===== src/rtl/reset_wakeup_map.svh =====
// register offsets, field positions, reset values and timing counts of the reset/wake block
`ifndef RESET_WAKEUP_MAP_SVH
`define RESET_WAKEUP_MAP_SVH

`define IDX_INDIRECT_DATA     8'h00
`define IDX_TIMER_COUNT       8'h01
`define IDX_PC_LOW            8'h02
`define IDX_STATUS            8'h03
`define IDX_INDIRECT_POINTER  8'h04
`define IDX_PORT_A            8'h05
`define IDX_PORT_B            8'h06
`define IDX_PC_HIGH_LATCH     8'h0a
`define IDX_INT_CONTROL       8'h0b
`define IDX_PERIPH_FLAGS      8'h0c
`define IDX_COMPARATOR        8'h1f
`define IDX_TIMER_OPTIONS     8'h81
`define IDX_PORT_A_DIR        8'h85
`define IDX_PORT_B_DIR        8'h86
`define IDX_PERIPH_ENABLES    8'h8c
`define IDX_POWER_FLAGS       8'h8e
`define IDX_VREF_CONTROL      8'h9f
`define IDX_ACCUMULATOR       8'ha0
`define IDX_CORE_CONTROL      8'ha1
`define IDX_EVENT_STATUS      8'ha2
`define IDX_EVENT_MASK        8'ha3

`define MASK_PORT_A           8'h1f
`define MASK_PC_HIGH_LATCH    8'h1f
`define MASK_COMPARATOR_WR    8'h0f
`define MASK_PERIPH           8'h40
`define MASK_POWER_FLAGS      8'h03
`define MASK_VREF             8'hef
`define MASK_EVENTS           8'h3f

`define RST_STATUS_POR        8'h18
`define RST_OPTIONS           8'hff
`define RST_PORT_A_DIR        8'h1f
`define RST_PORT_B_DIR        8'hff
`define RST_ZERO              8'h00
`define PINS_IDLE             8'h04
`define IRQ_VECTOR            13'h0004

`define BIT_TIMEOUT           4
`define BIT_POWERDOWN         3
`define BIT_GLOBAL_IRQ_ENABLE 7
`define BIT_PERIPH_COMP       6
`define BIT_FLAG_BROWNOUT     0

`define CLK_MHZ               25
`define WDT_PERIOD_US         18000
`define WDT_CYCLES            (`WDT_PERIOD_US * `CLK_MHZ)

`endif


===== src/rtl/reset_wakeup_pkg.sv =====
// types shared by the reset/wake register block
package reset_wakeup_pkg;

    typedef enum logic [1:0] {
        ST_RUN    = 2'b00,
        ST_ASLEEP = 2'b01,
        ST_WAKE   = 2'b11,
        ST_VECTOR = 2'b10
    } core_state_t;

    typedef struct packed {
        logic       enable;
        logic       pin_output_enable;
        logic       range_select;
        logic       unused;
        logic [3:0] level;
    } vref_ctrl_t;

    typedef struct packed {
        logic comparator_two_result;
        logic comparator_one_result;
        logic comparator_change;
        logic port_change;
        logic int_pin;
        logic external_reset_pin_n;
        logic brownout_detect;
        logic power_fail;
    } pin_bundle_t;

endpackage


===== src/rtl/reset_wakeup_register_init.sv =====
// reset and wake-up cause handling with the core's special registers behind apb
`timescale 1ns/1ps
`include "reset_wakeup_map.svh"

module reset_wakeup_register_init
    import reset_wakeup_pkg::*;
#(
    parameter int unsigned WDT_CYCLES = `WDT_CYCLES
) (
    input  wire logic        sys_clk,
    input  wire logic        sys_rst,
    input  wire logic        psel,
    input  wire logic        penable,
    input  wire logic        pwrite,
    input  wire logic [9:0]  paddr,
    input  wire logic [31:0] pwdata,
    output logic      [31:0] prdata,
    output logic             pready,
    output logic             pslverr,
    input  wire pin_bundle_t pins,
    output logic             irq,
    output vref_ctrl_t       vref_out,
    output logic             core_asleep
);

    // refuse a watchdog period too short to count
    if (WDT_CYCLES < 2) begin : g_bad_wdt
        $error("WDT_CYCLES must be at least 2");
    end

    // decoded index is mapped when one of the registers sits there
    function automatic logic is_mapped(input logic [7:0] idx);
        case (idx)
            `IDX_INDIRECT_DATA, `IDX_TIMER_COUNT, `IDX_PC_LOW, `IDX_STATUS,
            `IDX_INDIRECT_POINTER, `IDX_PORT_A, `IDX_PORT_B, `IDX_PC_HIGH_LATCH,
            `IDX_INT_CONTROL, `IDX_PERIPH_FLAGS, `IDX_COMPARATOR,
            `IDX_TIMER_OPTIONS, `IDX_PORT_A_DIR, `IDX_PORT_B_DIR,
            `IDX_PERIPH_ENABLES, `IDX_POWER_FLAGS, `IDX_VREF_CONTROL,
            `IDX_ACCUMULATOR, `IDX_CORE_CONTROL, `IDX_EVENT_STATUS,
            `IDX_EVENT_MASK: is_mapped = 1'b1;
            default:         is_mapped = 1'b0;
        endcase
    endfunction

    // pin synchronisers: the first stage is read only by the second
    localparam int unsigned PIN_W = $bits(pin_bundle_t);
    logic [PIN_W-1:0] sync_a;
    logic [PIN_W-1:0] sync_b;
    logic [PIN_W-1:0] sync_prev;
    // reset to idle levels, so that leaving reset shows no false pin edge
    localparam logic [PIN_W-1:0] PIN_IDLE = `PINS_IDLE;
    genvar gi;
    for (gi = 0; gi < PIN_W; gi++) begin : g_sync
        always_ff @(posedge sys_clk) begin
            if (sys_rst) begin
                sync_a[gi]    <= PIN_IDLE[gi];
                sync_b[gi]    <= PIN_IDLE[gi];
                sync_prev[gi] <= PIN_IDLE[gi];
            end else begin
                sync_a[gi]    <= pins[gi];
                sync_b[gi]    <= sync_a[gi];
                sync_prev[gi] <= sync_b[gi];
            end
        end
    end

    pin_bundle_t pin_now;
    pin_bundle_t pin_old;
    assign pin_now = pin_bundle_t'(sync_b);
    assign pin_old = pin_bundle_t'(sync_prev);

    // register storage
    core_state_t state;
    logic [12:0] pc;
    logic [7:0]  status;
    logic [1:0]  power_flags;
    vref_ctrl_t  vref_control;
    logic [7:0]  interrupt_control;
    logic        periph_comp_flag;
    logic        periph_comp_enable;
    logic [3:0]  comparator_mode;
    logic [7:0]  timer_options;
    logic [4:0]  port_a_direction;
    logic [7:0]  port_b_direction;
    logic [4:0]  pc_high_latch;
    logic [7:0]  timer_count;
    logic [7:0]  indirect_pointer;
    logic [4:0]  port_a_pins;
    logic [7:0]  port_b_pins;
    logic [7:0]  working_accumulator;
    logic        wdt_enable;
    logic [31:0] watchdog_counter;
    logic [5:0]  event_status;
    logic [5:0]  event_mask;

    // apb decode; writes land on the edge that samples pready high
    logic [7:0] idx;
    logic       bus_write;
    logic [7:0] wdata;
    assign idx       = paddr[9:2];
    assign wdata     = pwdata[7:0];
    assign bus_write = psel && penable && pready && pwrite && is_mapped(idx)
                       && (paddr[1:0] == 2'b00);

    function automatic logic wr(input logic [7:0] sel, input logic [7:0] at, input logic en);
        wr = en && (sel == at);
    endfunction

    // cause decode, strongest first: a collapsing supply beats all else
    logic asleep;
    logic pf_ev;
    logic bor_ev;
    logic ext_ev;
    logic wdt_to;
    logic wdt_rst_ev;
    logic wdt_wake_ev;
    logic irq_pending;
    logic irq_wake_ev;
    logic any_reset;
    logic wake_ev;
    logic sleep_cmd;
    logic clrwdt_cmd;

    assign asleep = (state == ST_ASLEEP);
    assign pf_ev  = pin_now.power_fail && !pin_old.power_fail;
    assign bor_ev = pin_now.brownout_detect && !pin_old.brownout_detect && !pf_ev;
    assign ext_ev = !pin_now.external_reset_pin_n && pin_old.external_reset_pin_n
                    && !pf_ev && !bor_ev;
    assign wdt_to = wdt_enable && (watchdog_counter == WDT_CYCLES - 1);
    assign wdt_rst_ev  = wdt_to && !asleep && !pf_ev && !bor_ev && !ext_ev;
    assign wdt_wake_ev = wdt_to && asleep && !pf_ev && !bor_ev && !ext_ev;
    assign any_reset   = pf_ev || bor_ev || ext_ev || wdt_rst_ev;
    // wake needs the source enabled, whatever the global enable says
    assign irq_pending = (interrupt_control[4] && interrupt_control[1])
                       || (interrupt_control[3] && interrupt_control[0])
                       || (interrupt_control[5] && interrupt_control[2])
                       || (periph_comp_enable && periph_comp_flag);
    assign irq_wake_ev = asleep && irq_pending && !any_reset && !wdt_wake_ev;
    assign wake_ev     = wdt_wake_ev || irq_wake_ev;
    assign sleep_cmd   = wr(idx, `IDX_CORE_CONTROL, bus_write) && wdata[0] && (state == ST_RUN);
    assign clrwdt_cmd  = wr(idx, `IDX_CORE_CONTROL, bus_write) && wdata[1];

    // core state and program counter
    always_ff @(posedge sys_clk) begin
        if (sys_rst || any_reset) begin
            state <= ST_RUN;
            pc    <= 13'h0000;
        end else begin
            case (state)
                ST_RUN: begin
                    if (sleep_cmd) begin
                        state <= ST_ASLEEP;
                    end else if (wr(idx, `IDX_PC_LOW, bus_write)) begin
                        pc <= {pc_high_latch, wdata};
                    end
                end
                ST_ASLEEP: begin
                    if (wdt_wake_ev) begin
                        state <= ST_RUN;
                        pc    <= pc + 13'h0001;
                    end else if (irq_wake_ev) begin
                        pc <= pc + 13'h0001;
                        state <= interrupt_control[`BIT_GLOBAL_IRQ_ENABLE] ? ST_WAKE : ST_RUN;
                    end
                end
                ST_WAKE: begin
                    state <= ST_VECTOR;
                end
                ST_VECTOR: begin
                    state <= ST_RUN;
                    pc    <= `IRQ_VECTOR;
                end
                default: begin
                    state <= ST_RUN;
                end
            endcase
        end
    end

    // status: bits 4,3 are hardware owned, the rest software writable
    always_ff @(posedge sys_clk) begin
        if (sys_rst || pf_ev) begin
            // power-on status, unknown low bits read zero
            status <= `RST_STATUS_POR;
        end else if (bor_ev) begin
            // unknown 4..3 kept as they were
            status <= {3'b000, status[4:0]};
        end else if (ext_ev && asleep) begin
            status <= {5'b00010, status[2:0]};
        end else if (ext_ev) begin
            status <= {3'b000, status[4:0]};
        end else if (wdt_rst_ev) begin
            status <= {4'b0000, status[3:0]};
        end else if (wdt_wake_ev) begin
            status <= {status[7:5], 2'b00, status[2:0]};
        end else if (irq_wake_ev) begin
            status <= {status[7:5], 2'b10, status[2:0]};
        end else if (sleep_cmd) begin
            status[`BIT_TIMEOUT]   <= 1'b1;
            status[`BIT_POWERDOWN] <= 1'b0;
        end else if (clrwdt_cmd) begin
            status[`BIT_TIMEOUT]   <= 1'b1;
            status[`BIT_POWERDOWN] <= 1'b1;
        end else if (wr(idx, `IDX_STATUS, bus_write)) begin
            status <= {wdata[7:5], status[4:3], wdata[2:0]};
        end
    end

    // power flags: software sets them so the next reset can be told apart
    always_ff @(posedge sys_clk) begin
        if (sys_rst || pf_ev) begin
            power_flags <= 2'b00;
        end else if (bor_ev) begin
            power_flags[`BIT_FLAG_BROWNOUT] <= 1'b0;
        end else if (wr(idx, `IDX_POWER_FLAGS, bus_write)) begin
            power_flags <= wdata[1:0];
        end
    end

    // vref control cleared on any reset, unused bit stays zero
    always_ff @(posedge sys_clk) begin
        if (sys_rst || any_reset) begin
            vref_control <= vref_ctrl_t'(`RST_ZERO);
        end else if (wr(idx, `IDX_VREF_CONTROL, bus_write)) begin
            vref_control <= vref_ctrl_t'(wdata & `MASK_VREF);
        end
    end

    // interrupt flags: a pin event in the write cycle still sets its flag
    always_ff @(posedge sys_clk) begin
        if (sys_rst || pf_ev) begin
            interrupt_control <= `RST_ZERO;
            periph_comp_flag  <= 1'b0;
        end else if (any_reset) begin
            interrupt_control <= {7'h00, interrupt_control[0]};
            periph_comp_flag  <= 1'b0;
        end else begin
            if (wr(idx, `IDX_INT_CONTROL, bus_write)) begin
                interrupt_control <= wdata;
            end
            if (wr(idx, `IDX_PERIPH_FLAGS, bus_write)) begin
                periph_comp_flag <= wdata[`BIT_PERIPH_COMP];
            end
            if (pin_now.int_pin && !pin_old.int_pin) begin
                interrupt_control[1] <= 1'b1;
            end
            if (pin_now.port_change && !pin_old.port_change) begin
                interrupt_control[0] <= 1'b1;
            end
            if (pin_now.comparator_change && !pin_old.comparator_change) begin
                periph_comp_flag <= 1'b1;
            end
        end
    end

    // registers that every reset loads and every wake keeps
    always_ff @(posedge sys_clk) begin
        if (sys_rst || any_reset) begin
            comparator_mode    <= 4'h0;
            periph_comp_enable <= 1'b0;
            pc_high_latch      <= 5'h00;
            timer_options      <= `RST_OPTIONS;
            port_a_direction   <= 5'(`RST_PORT_A_DIR);
            port_b_direction   <= `RST_PORT_B_DIR;
        end else if (bus_write) begin
            case (idx)
                `IDX_COMPARATOR:     comparator_mode    <= wdata[3:0];
                `IDX_PERIPH_ENABLES: periph_comp_enable <= wdata[`BIT_PERIPH_COMP];
                `IDX_PC_HIGH_LATCH:  pc_high_latch      <= wdata[4:0];
                `IDX_TIMER_OPTIONS:  timer_options      <= wdata;
                `IDX_PORT_A_DIR:     port_a_direction   <= wdata[4:0];
                `IDX_PORT_B_DIR:     port_b_direction   <= wdata;
                default: begin
                end
            endcase
        end
    end

    // plain storage: unknown at power-on, kept by every other cause
    always_ff @(posedge sys_clk) begin
        if (sys_rst) begin
            timer_count         <= `RST_ZERO;
            indirect_pointer    <= `RST_ZERO;
            port_a_pins         <= 5'h00;
            port_b_pins         <= `RST_ZERO;
            working_accumulator <= `RST_ZERO;
        end else if (bus_write) begin
            case (idx)
                `IDX_TIMER_COUNT:      timer_count         <= wdata;
                `IDX_INDIRECT_POINTER: indirect_pointer    <= wdata;
                `IDX_PORT_A:           port_a_pins         <= wdata[4:0];
                `IDX_PORT_B:           port_b_pins         <= wdata;
                `IDX_ACCUMULATOR:      working_accumulator <= wdata;
                default: begin
                end
            endcase
        end
    end

    // watchdog; the timeout itself restarts the count
    always_ff @(posedge sys_clk) begin
        if (sys_rst) begin
            wdt_enable <= 1'b1;
        end else if (wr(idx, `IDX_CORE_CONTROL, bus_write)) begin
            wdt_enable <= wdata[2];
        end
    end

    always_ff @(posedge sys_clk) begin
        if (sys_rst || any_reset || wake_ev || sleep_cmd || clrwdt_cmd || wdt_to
            || !wdt_enable) begin
            watchdog_counter <= 32'h0000_0000;
        end else begin
            watchdog_counter <= watchdog_counter + 32'h0000_0001;
        end
    end

    // sticky event status, write one to clear; a new event wins the clear
    logic [5:0] event_set;
    assign event_set = {irq_wake_ev, wdt_wake_ev, wdt_rst_ev, ext_ev, bor_ev, pf_ev};

    always_ff @(posedge sys_clk) begin
        if (sys_rst) begin
            event_status <= 6'h00;
            event_mask   <= 6'h00;
        end else begin
            if (wr(idx, `IDX_EVENT_STATUS, bus_write)) begin
                event_status <= (event_status & ~wdata[5:0]) | event_set;
            end else begin
                event_status <= event_status | event_set;
            end
            if (wr(idx, `IDX_EVENT_MASK, bus_write)) begin
                event_mask <= wdata[5:0];
            end
        end
    end

    // read mux; unimplemented bits come back as zero
    logic [7:0] read_value;
    always_comb begin
        read_value = 8'h00;
        case (idx)
            `IDX_TIMER_COUNT:      read_value = timer_count;
            `IDX_PC_LOW:           read_value = pc[7:0];
            `IDX_STATUS:           read_value = status;
            `IDX_INDIRECT_POINTER: read_value = indirect_pointer;
            `IDX_PORT_A:           read_value = {3'b000, port_a_pins};
            `IDX_PORT_B:           read_value = port_b_pins;
            `IDX_PC_HIGH_LATCH:    read_value = {3'b000, pc_high_latch};
            `IDX_INT_CONTROL:      read_value = interrupt_control;
            `IDX_PERIPH_FLAGS:     read_value = {1'b0, periph_comp_flag, 6'h00};
            `IDX_COMPARATOR:       read_value = {pin_now.comparator_two_result,
                                                 pin_now.comparator_one_result,
                                                 2'b00, comparator_mode};
            `IDX_TIMER_OPTIONS:    read_value = timer_options;
            `IDX_PORT_A_DIR:       read_value = {3'b000, port_a_direction};
            `IDX_PORT_B_DIR:       read_value = port_b_direction;
            `IDX_PERIPH_ENABLES:   read_value = {1'b0, periph_comp_enable, 6'h00};
            `IDX_POWER_FLAGS:      read_value = {6'h00, power_flags};
            `IDX_VREF_CONTROL:     read_value = 8'(vref_control);
            `IDX_ACCUMULATOR:      read_value = working_accumulator;
            `IDX_CORE_CONTROL:     read_value = {2'b00, state, 1'b0, wdt_enable, 1'b0,
                                                 asleep};
            `IDX_EVENT_STATUS:     read_value = {2'b00, event_status};
            `IDX_EVENT_MASK:       read_value = {2'b00, event_mask};
            default:               read_value = 8'h00;
        endcase
    end

    // apb slave: one wait state, answer registered so outputs stay glitch free
    always_ff @(posedge sys_clk) begin
        if (sys_rst) begin
            pready  <= 1'b0;
            pslverr <= 1'b0;
            prdata  <= 32'h0000_0000;
        end else if (psel && penable && !pready) begin
            pready  <= 1'b1;
            pslverr <= !is_mapped(idx) || (paddr[1:0] != 2'b00);
            prdata  <= (pwrite || !is_mapped(idx) || (paddr[1:0] != 2'b00))
                       ? 32'h0000_0000 : {24'h00_0000, read_value};
        end else begin
            pready  <= 1'b0;
            pslverr <= 1'b0;
        end
    end

    // registered outputs
    always_ff @(posedge sys_clk) begin
        if (sys_rst) begin
            irq         <= 1'b0;
            vref_out    <= vref_ctrl_t'(`RST_ZERO);
            core_asleep <= 1'b0;
        end else begin
            irq         <= |(event_status & event_mask);
            vref_out    <= vref_control;
            core_asleep <= asleep;
        end
    end

endmodule


===== config.mk =====
export PLATFORM = sky130hd
export DESIGN_NAME = reset_wakeup_register_init
export DESIGN_NICKNAME = d
export VERILOG_FILES = /design/src/rtl/reset_wakeup_pkg.sv /design/src/rtl/reset_wakeup_register_init.sv
export VERILOG_INCLUDE_DIRS = /design/src /design/src/rtl
export SDC_FILE = /design/constraint.sdc
export NUM_CORES = 1
export LEC_CHECK = 0
export BUFFER_PORTS_ARGS = -buffer_cell sky130_fd_sc_hd__buf_2
export CELL_PAD_IN_SITES_DETAIL_PLACEMENT = 0
export CELL_PAD_IN_SITES_GLOBAL_PLACEMENT = 1
export CORE_MARGIN = 2
export CORE_UTILIZATION = 32
export CTS_CLUSTER_SIZE = 40
export DETAILED_ROUTE_END_ITERATION = 8
export PLACE_DENSITY = 0.65
export REMOVE_ABC_BUFFERS = 1
export SYNTH_ARGS = -nofsm -noshare
export SYNTH_HDL_FRONTEND = slang
export SYNTH_SLANG_ARGS = --single-unit

===== constraint.sdc =====
create_clock -name sys_clk -period 3.34 [get_ports sys_clk]
set_input_delay 0.668 -clock sys_clk [delete_from_list [all_inputs] [get_ports sys_clk]]
set_output_delay 0.668 -clock sys_clk [all_outputs]
set_load 0.03 [all_outputs]

==> results_dict.tcl, run 1 <==
set metrics [dict create \
    run_status "finished, final reports clean" \
    dpl.hpwl_um 20700 \
    setup_tns_ns 0 \
    yosys.cell_types.count 72 \
    placementRows 60 \
    rsz0062_at_grt "no" \
    netSwitchingFraction_pct 27.6 \
    path_max_fanout 19 \
    grt_pass1_wl_um 44000 \
    post_cts_resized 0 \
    ant_nets 0 \
    yosysMostFrequentCell "dfxtp_1" \
    via_per_inst 5.19 \
    fin_ws_ns 0.626 \
    syn-cell-area_mm2 0.00887 \
    root_buffer "clkbuf_16" \
    combinationalPowerShare_pct 6.8 \
    syn_inst 1064 \
    wl_um 28900 \
    grt_max_degree 53 \
    p_seq_share_pct 49.3 \
    fmax_mhz 369 \
    numClockSinks 190 \
    cts_tree "yes" \
    place.gp.congestion 0.909 \
    chipWidth_um 170 \
    syn_area_per_cell_um2 8.34 \
    ys_warn_count 0 \
    worst_pin_slew_ns 0.946 \
    crit_path_start_kind "flip-flop" \
    ctsLongestPathBuffers 2 \
    total_power_mw 4.64 \
    fp.dieH_um 170 \
    synth-seq-cells 190 \
    core_area_mm2 0.0271 \
    pwr-share-clk_pct 43.9 \
    yosysSeqAreaShare_pct 42.9 \
    fin_util_pct 37.6 \
    final_cells 1506 \
    yosys_most_used_dff "dfxtp_1" \
    track_usage_pct 20.1 \
    area_growth_syn_to_layout_pct 15.0 \
    min_period_ns 2.71 \
    htree_levels 4 \
    cp.required_ns 3.70 \
    switching_power_mw 1.28 \
    die-area_mm2 0.0291 \
    synth_top_area_share_pct 42.9 \
    nFillCells 2876 \
    finalHoldViolCount 0 \
    nets 1184 \
    finalCritPeriodShare_pct 81.2 \
    pre_cts_slack_ns 0.380 \
    grt_pass1_vias 7262 \
    worstSetupPathType "flip-flop to flip-flop" \
    drive_gt1_share_pct 14.5 \
    finalSetupViolations 0 \
    num_vias 7811 \
    ios 99 \
    start_util_pct 32.7 \
    hold_depth 1 \
    netlist_top_cells_area "dfxtp_1 (43%), nor2_1 (5.6%), a21oi_1 (5.0%)" \
    peakVddDrop_mv 0.245 \
    power.density_mw_per_mm2 455 \
    slew_headroom_pct 36.9 \
    overflow 0 \
    initialDrtViolationCount 618 \
    clk_latency_ns 0.45 \
    cp-end-kind "flip-flop" \
    synth_area_leader_cell "dfxtp_1" \
    synth_common_cells "dfxtp_1 (190), nor2_1 (133), nand2_1 (118)" \
    cap_violations 0 \
    first_pass_iters 5 \
    synth_edf_count 0 \
    cp.arrival_ns 3.07 \
    drc 0 \
    dpl.cell_count 1474 \
    cts_hold_buf 0 \
    cts.clk_slew.worst_paths_ns 0.08 \
    diodes 0 \
    antenna_found_initial 0 \
    worstHoldPathType "flip-flop to flip-flop" \
    numCtsBuffers 17 \
    synthArstFlopShare_pct 0 \
    r2r_cells 7 \
    maxSlewViolCount 0 \
    finClkSkew_ns 0.0116 \
    io_buffers 49 \
    p_leak_nw 3.90 \
    post_cts_buffers 0 \
    p_int_mw 3.36 \
    routedWlPerCell_um 19.2 \
]
critical path, stage by stage (launching register included):
cell and delay (ns):
dfxtp_1 0.37, ha_1 0.21, nand3_2 0.15, or4b_4 0.52
or3_1 0.41, o21a_1 0.54, buf_4 0.34, o211ai_1 0.08
routing by layer:
metal  up-vias  share of wire [%]  track usage [%]  wire length [um]
met2       246                 47             32.5             13500
li1       3811                  -                -                 -
met4         0                2.0             5.46               572
met5         -                  0                0                 0
met3        35                5.9             4.12              1710
met1      3719                 46             27.3             13200
placed cells by master (no fill, tap or decap), types with 25 or more instances in the layout:
master / count
a21oi_1: 89
nor2b_1: 36
xor2_1: 28
o21ai_0: 29
buf_2: 48
buf_4: 55
conb_1: 25
nand3_1: 56
nor2_1: 133
nand2_1: 118
mux2i_1: 35
dfxtp_1: 190
state kept, by name, indices dropped and copies added, names as in the netlist, 6 cells and up:
name                 cells
indirect_pointer         8
event_mask               6
pin_old                  6
vref_out                 7
timer_count              8
pc                       8
prdata                   8
watchdog_counter        32
timer_options            8
status                   8
port_b_pins              8
sync_a                   8
port_b_direction         8
event_status             6
vref_control             7
pin_now                  8
interrupt_control        8
working_accumulator      8
power by group through the flow:
stage / registers, mW / clock network [mW] / logic [mW]
4_1_cts: 2.29 / 2.08 / 0.312
3_5_place_dp: 2.34 / 0 / 0.311
5_1_grt: 2.29 / 2.18 / 0.335
2_1_floorplan: 2.34 / 0 / 0.139
6_report: 2.29 / 2.04 / 0.314
3_3_place_gp: 2.34 / 0 / 0.311
stage by stage:
stage          hold WS, ns  cell area [um2]
2_1_floorplan        0.389             8510
3_3_place_gp         0.391             9630
3_5_place_dp         0.397             9630
4_1_cts              0.404            10200
5_1_grt              0.397            10200
6_report             0.412            10200
final timing paths:
kind,from,end,slack (ns)
hold / removal,sync_a[2],pin_now[2],0.41
setup reg to reg,watchdog_counter[0],timer_options[2],0.63
hold reg to reg,sync_a[2],pin_now[2],0.41
setup / recovery,watchdog_counter[0],timer_options[2],0.63
final cells by class:
| class | instances | area (um2) | share of cell area, % |
|---|---|---|---|
| clock buffer | 18 | 429 | 4.21 |
| clock inverter | 14 | 144 | 1.41 |
| inverter | 18 | 67.6 | 0.662 |
| multi-input combinational | 791 | 4640 | 45.5 |
| sequential | 190 | 3800 | 37.3 |
| tap | 372 | 465 | 4.56 |
| timing repair buffer | 103 | 653 | 6.40 |
kinds of logic (layout without fill, tap and decap cells):
group	Yosys count	in the layout	synth area share, %
simple gates	454	454	24.9
compound gates	224	224	16.6
flops	190	190	42.9
buf+inv	107	153	5.81
xor+xnor	36	36	3.56
fa+ha+maj	8	8	1.13
other cells	1	25	0.0423
mux	44	44	5.09
Power figures use the tool's default switching activity.
==> run 2: changes to the inputs <==
--- a/config.mk
+++ b/config.mk
@@ -13,7 +13,7 @@
 export CORE_UTILIZATION = 32
 export CTS_CLUSTER_SIZE = 40
 export DETAILED_ROUTE_END_ITERATION = 8
-export PLACE_DENSITY = 0.65
+export PLACE_DENSITY = 0.67
 export REMOVE_ABC_BUFFERS = 1
 export SYNTH_ARGS = -nofsm -noshare
 export SYNTH_HDL_FRONTEND = slang
==> constraint.sdc (replaced) <==
create_clock -name sys_clk -period 2.43 [get_ports sys_clk]
set_input_delay 0.486 -clock sys_clk [delete_from_list [all_inputs] [get_ports sys_clk]]
set_output_delay 0.486 -clock sys_clk [all_outputs]
set_load 0.03 [all_outputs]
==> results_dict.tcl, run 2 (synthesized netlist as in run 1, its figures left out) <==
set metrics [dict create \
    overflow 0 \
    ant_nets 0 \
    io_buffers 49 \
    chipWidth_um 170 \
    finalHoldViolCount 0 \
    run_status "finished, final reports clean" \
    cts.clk_slew.worst_paths_ns 0.08 \
    top_register "watchdog_counter" \
    via_per_inst 5.17 \
    finClkSkew_ns 0.0146 \
    r2r_cells 9 \
    cp_slowest_cell "or4b_4" \
    endpoint "pc[5]" \
    cp.arrival_ns 2.69 \
    p_leak_nw 4.39 \
    htree_levels 4 \
    reg2reg_slack_ns 0.07 \
    cts_tree "yes" \
    peakVddDrop_mv 0.384 \
    grt_pass1_vias 7823 \
    grt_pass1_wl_um 46500 \
    use_met3_pct 4.33 \
    clk_latency_ns 0.45 \
    rr_startpoint "watchdog_counter[1]" \
    crit_family "simple AND/OR/NAND/NOR gates" \
    rsz0062_at_grt "yes" \
    fmax_mhz 424 \
    numClockSinks 190 \
    ios 99 \
    numCtsBuffers 17 \
    placementRows 60 \
    wl_um 30300 \
    total_power_mw 6.60 \
    routedWlPerCell_um 19.0 \
    dpl.hpwl_um 22400 \
    design_area_mm2 0.0111 \
    placed_cell_area_mm2 0.0104 \
    slew_headroom_pct 51.4 \
    nets 1275 \
    start_util_pct 32.7 \
    initialDrtViolationCount 723 \
    diodes 0 \
    ctsLongestPathBuffers 2 \
    worstHoldPathType "input port to flip-flop" \
    area_growth_syn_to_layout_pct 24.8 \
    power.density_mw_per_mm2 597 \
    crit_buf_inv 2 \
    timing.rr.end "pc[5]" \
    largest_reg_flops 32 \
    maxSlewViolCount 0 \
    nFillCells 2760 \
    cp_cell_sequence "ha_4 > nand3_2 > or4b_4 > or4_4 > a211oi_4 > buf_4 > buf_16 > o221ai_2 > o211a_1" \
    finalCritPeriodShare_pct 97.1 \
    drive_gt1_share_pct 21.2 \
    worstSetupPathType "flip-flop to flip-flop" \
    critPathMaxStageDelay_ns 0.50 \
    path_max_fanout 5 \
    cts_hold_buf 0 \
    cp-end-kind "flip-flop" \
    drc 0 \
    min_period_ns 2.36 \
    worst_pin_slew_ns 0.710 \
    core_area_mm2 0.0271 \
    finalSetupViolations 0 \
    most-common-layout-cells "dfxtp_1 (188), buf_4 (138), nor2_1 (133)" \
    globalRouteMet1Util_pct 28.3 \
    root_buffer "clkbuf_16" \
    crit_path_start_kind "flip-flop" \
    fp.dieH_um 170 \
    layout_commonest_cell "dfxtp_1" \
    cap_violations 0 \
    startpoint "watchdog_counter[1]" \
    place.gp.congestion 0.974 \
    first_pass_iters 7 \
    track_usage_pct 21.3 \
    pre_cts_slack_ns -0.320 \
    cp.required_ns 2.76 \
    num_vias 8249 \
    fin_util_pct 40.8 \
    antenna_found_initial 0 \
    grtUsageMet2_pct 34.2 \
    grt_max_degree 86 \
    grt_most_used_layer "met2" \
    fin_ws_ns 0.0705 \
    die-area_mm2 0.0291 \
    cp.depth 9 \
]
==> run 2: cell count changes in the layout (fill, tap and decap cells not counted), moves of 2 or more <==
cell	change
buf_4	+83
clkinv_4	+2
dfxtp_2	+2
dfxtp_1	-2
clkinvlp_4	+2
inv_6	-3
bufinv_16	+2
buf_12	+7
==> run 2: worst min path at each step <==
stage	startpoint	end	slack, ns	cells after the start
after floorplan	sync_a[2]	pin_now[2]	0.39	1
after global placement	sync_a[2]	pin_now[2]	0.40	1
after detailed placement	sync_a[2]	pin_now[2]	0.39	1
after CTS	pins[2]	sync_a[2]	0.21	2
after global routing	pins[2]	sync_a[2]	0.22	2
final	pins[2]	sync_a[2]	0.22	2
==> run 2: timing repair <==
| action | 4_1_cts | 5_1_grt |
|---|---|---|
| setup endpoints to repair | 6 | 35 |
| gates resized for setup | 6 | 3 |
| pin swaps | 3 | 2 |
| gates cloned | 1 | 0 |
| hold endpoints to repair | 0 | 0 |
| setup buffers | 2 | 0 |
==> run 2: cell type report <==
type	count	area (um2)	share of cell area (%)
multi-input cells	791	4670	42.2
clock buffers	18	429	3.88
repair buffers	194	1440	13.0
inverters	18	67.6	0.611
well taps	372	465	4.21
flip-flops and latches	190	3810	34.4
clock inverters	14	178	1.61
==> run 2: through the flow <==
step,TNS [ns],hold WS [ns],std cells
6_report,0,0.221,1597
5_1_grt,-0.0352,0.218,1597
4_1_cts,0,0.209,1597
3_5_place_dp,-4.45,0.394,1562
3_3_place_gp,-4.45,0.396,1562
2_1_floorplan,-33.10,0.389,999
==> run 2: worst register-to-register path, cell delays in order, from the launching register on <==
cell,delay [ns]
dfxtp_2,0.35
ha_4,0.14
nand3_2,0.09
or4b_4,0.50
or4_4,0.45
a211oi_4,0.23
buf_4,0.17
buf_16,0.11
o221ai_2,0.08
o211a_1,0.13
==> run 2: power by group <==
part           switching, mW  internal (mW)  leakage, nW  total, mW
logic                  0.349          0.168         2.56      0.517
clock network           1.38           1.56        0.290       2.94
registers             0.0132           3.14         1.54       3.15
==> run 2: per-layer routing <==
layer	vias up	routed length, um
li1	3981	-
met1	3935	13800
met2	276	13700
met3	57	1820
met4	0	1030
met5	-	0
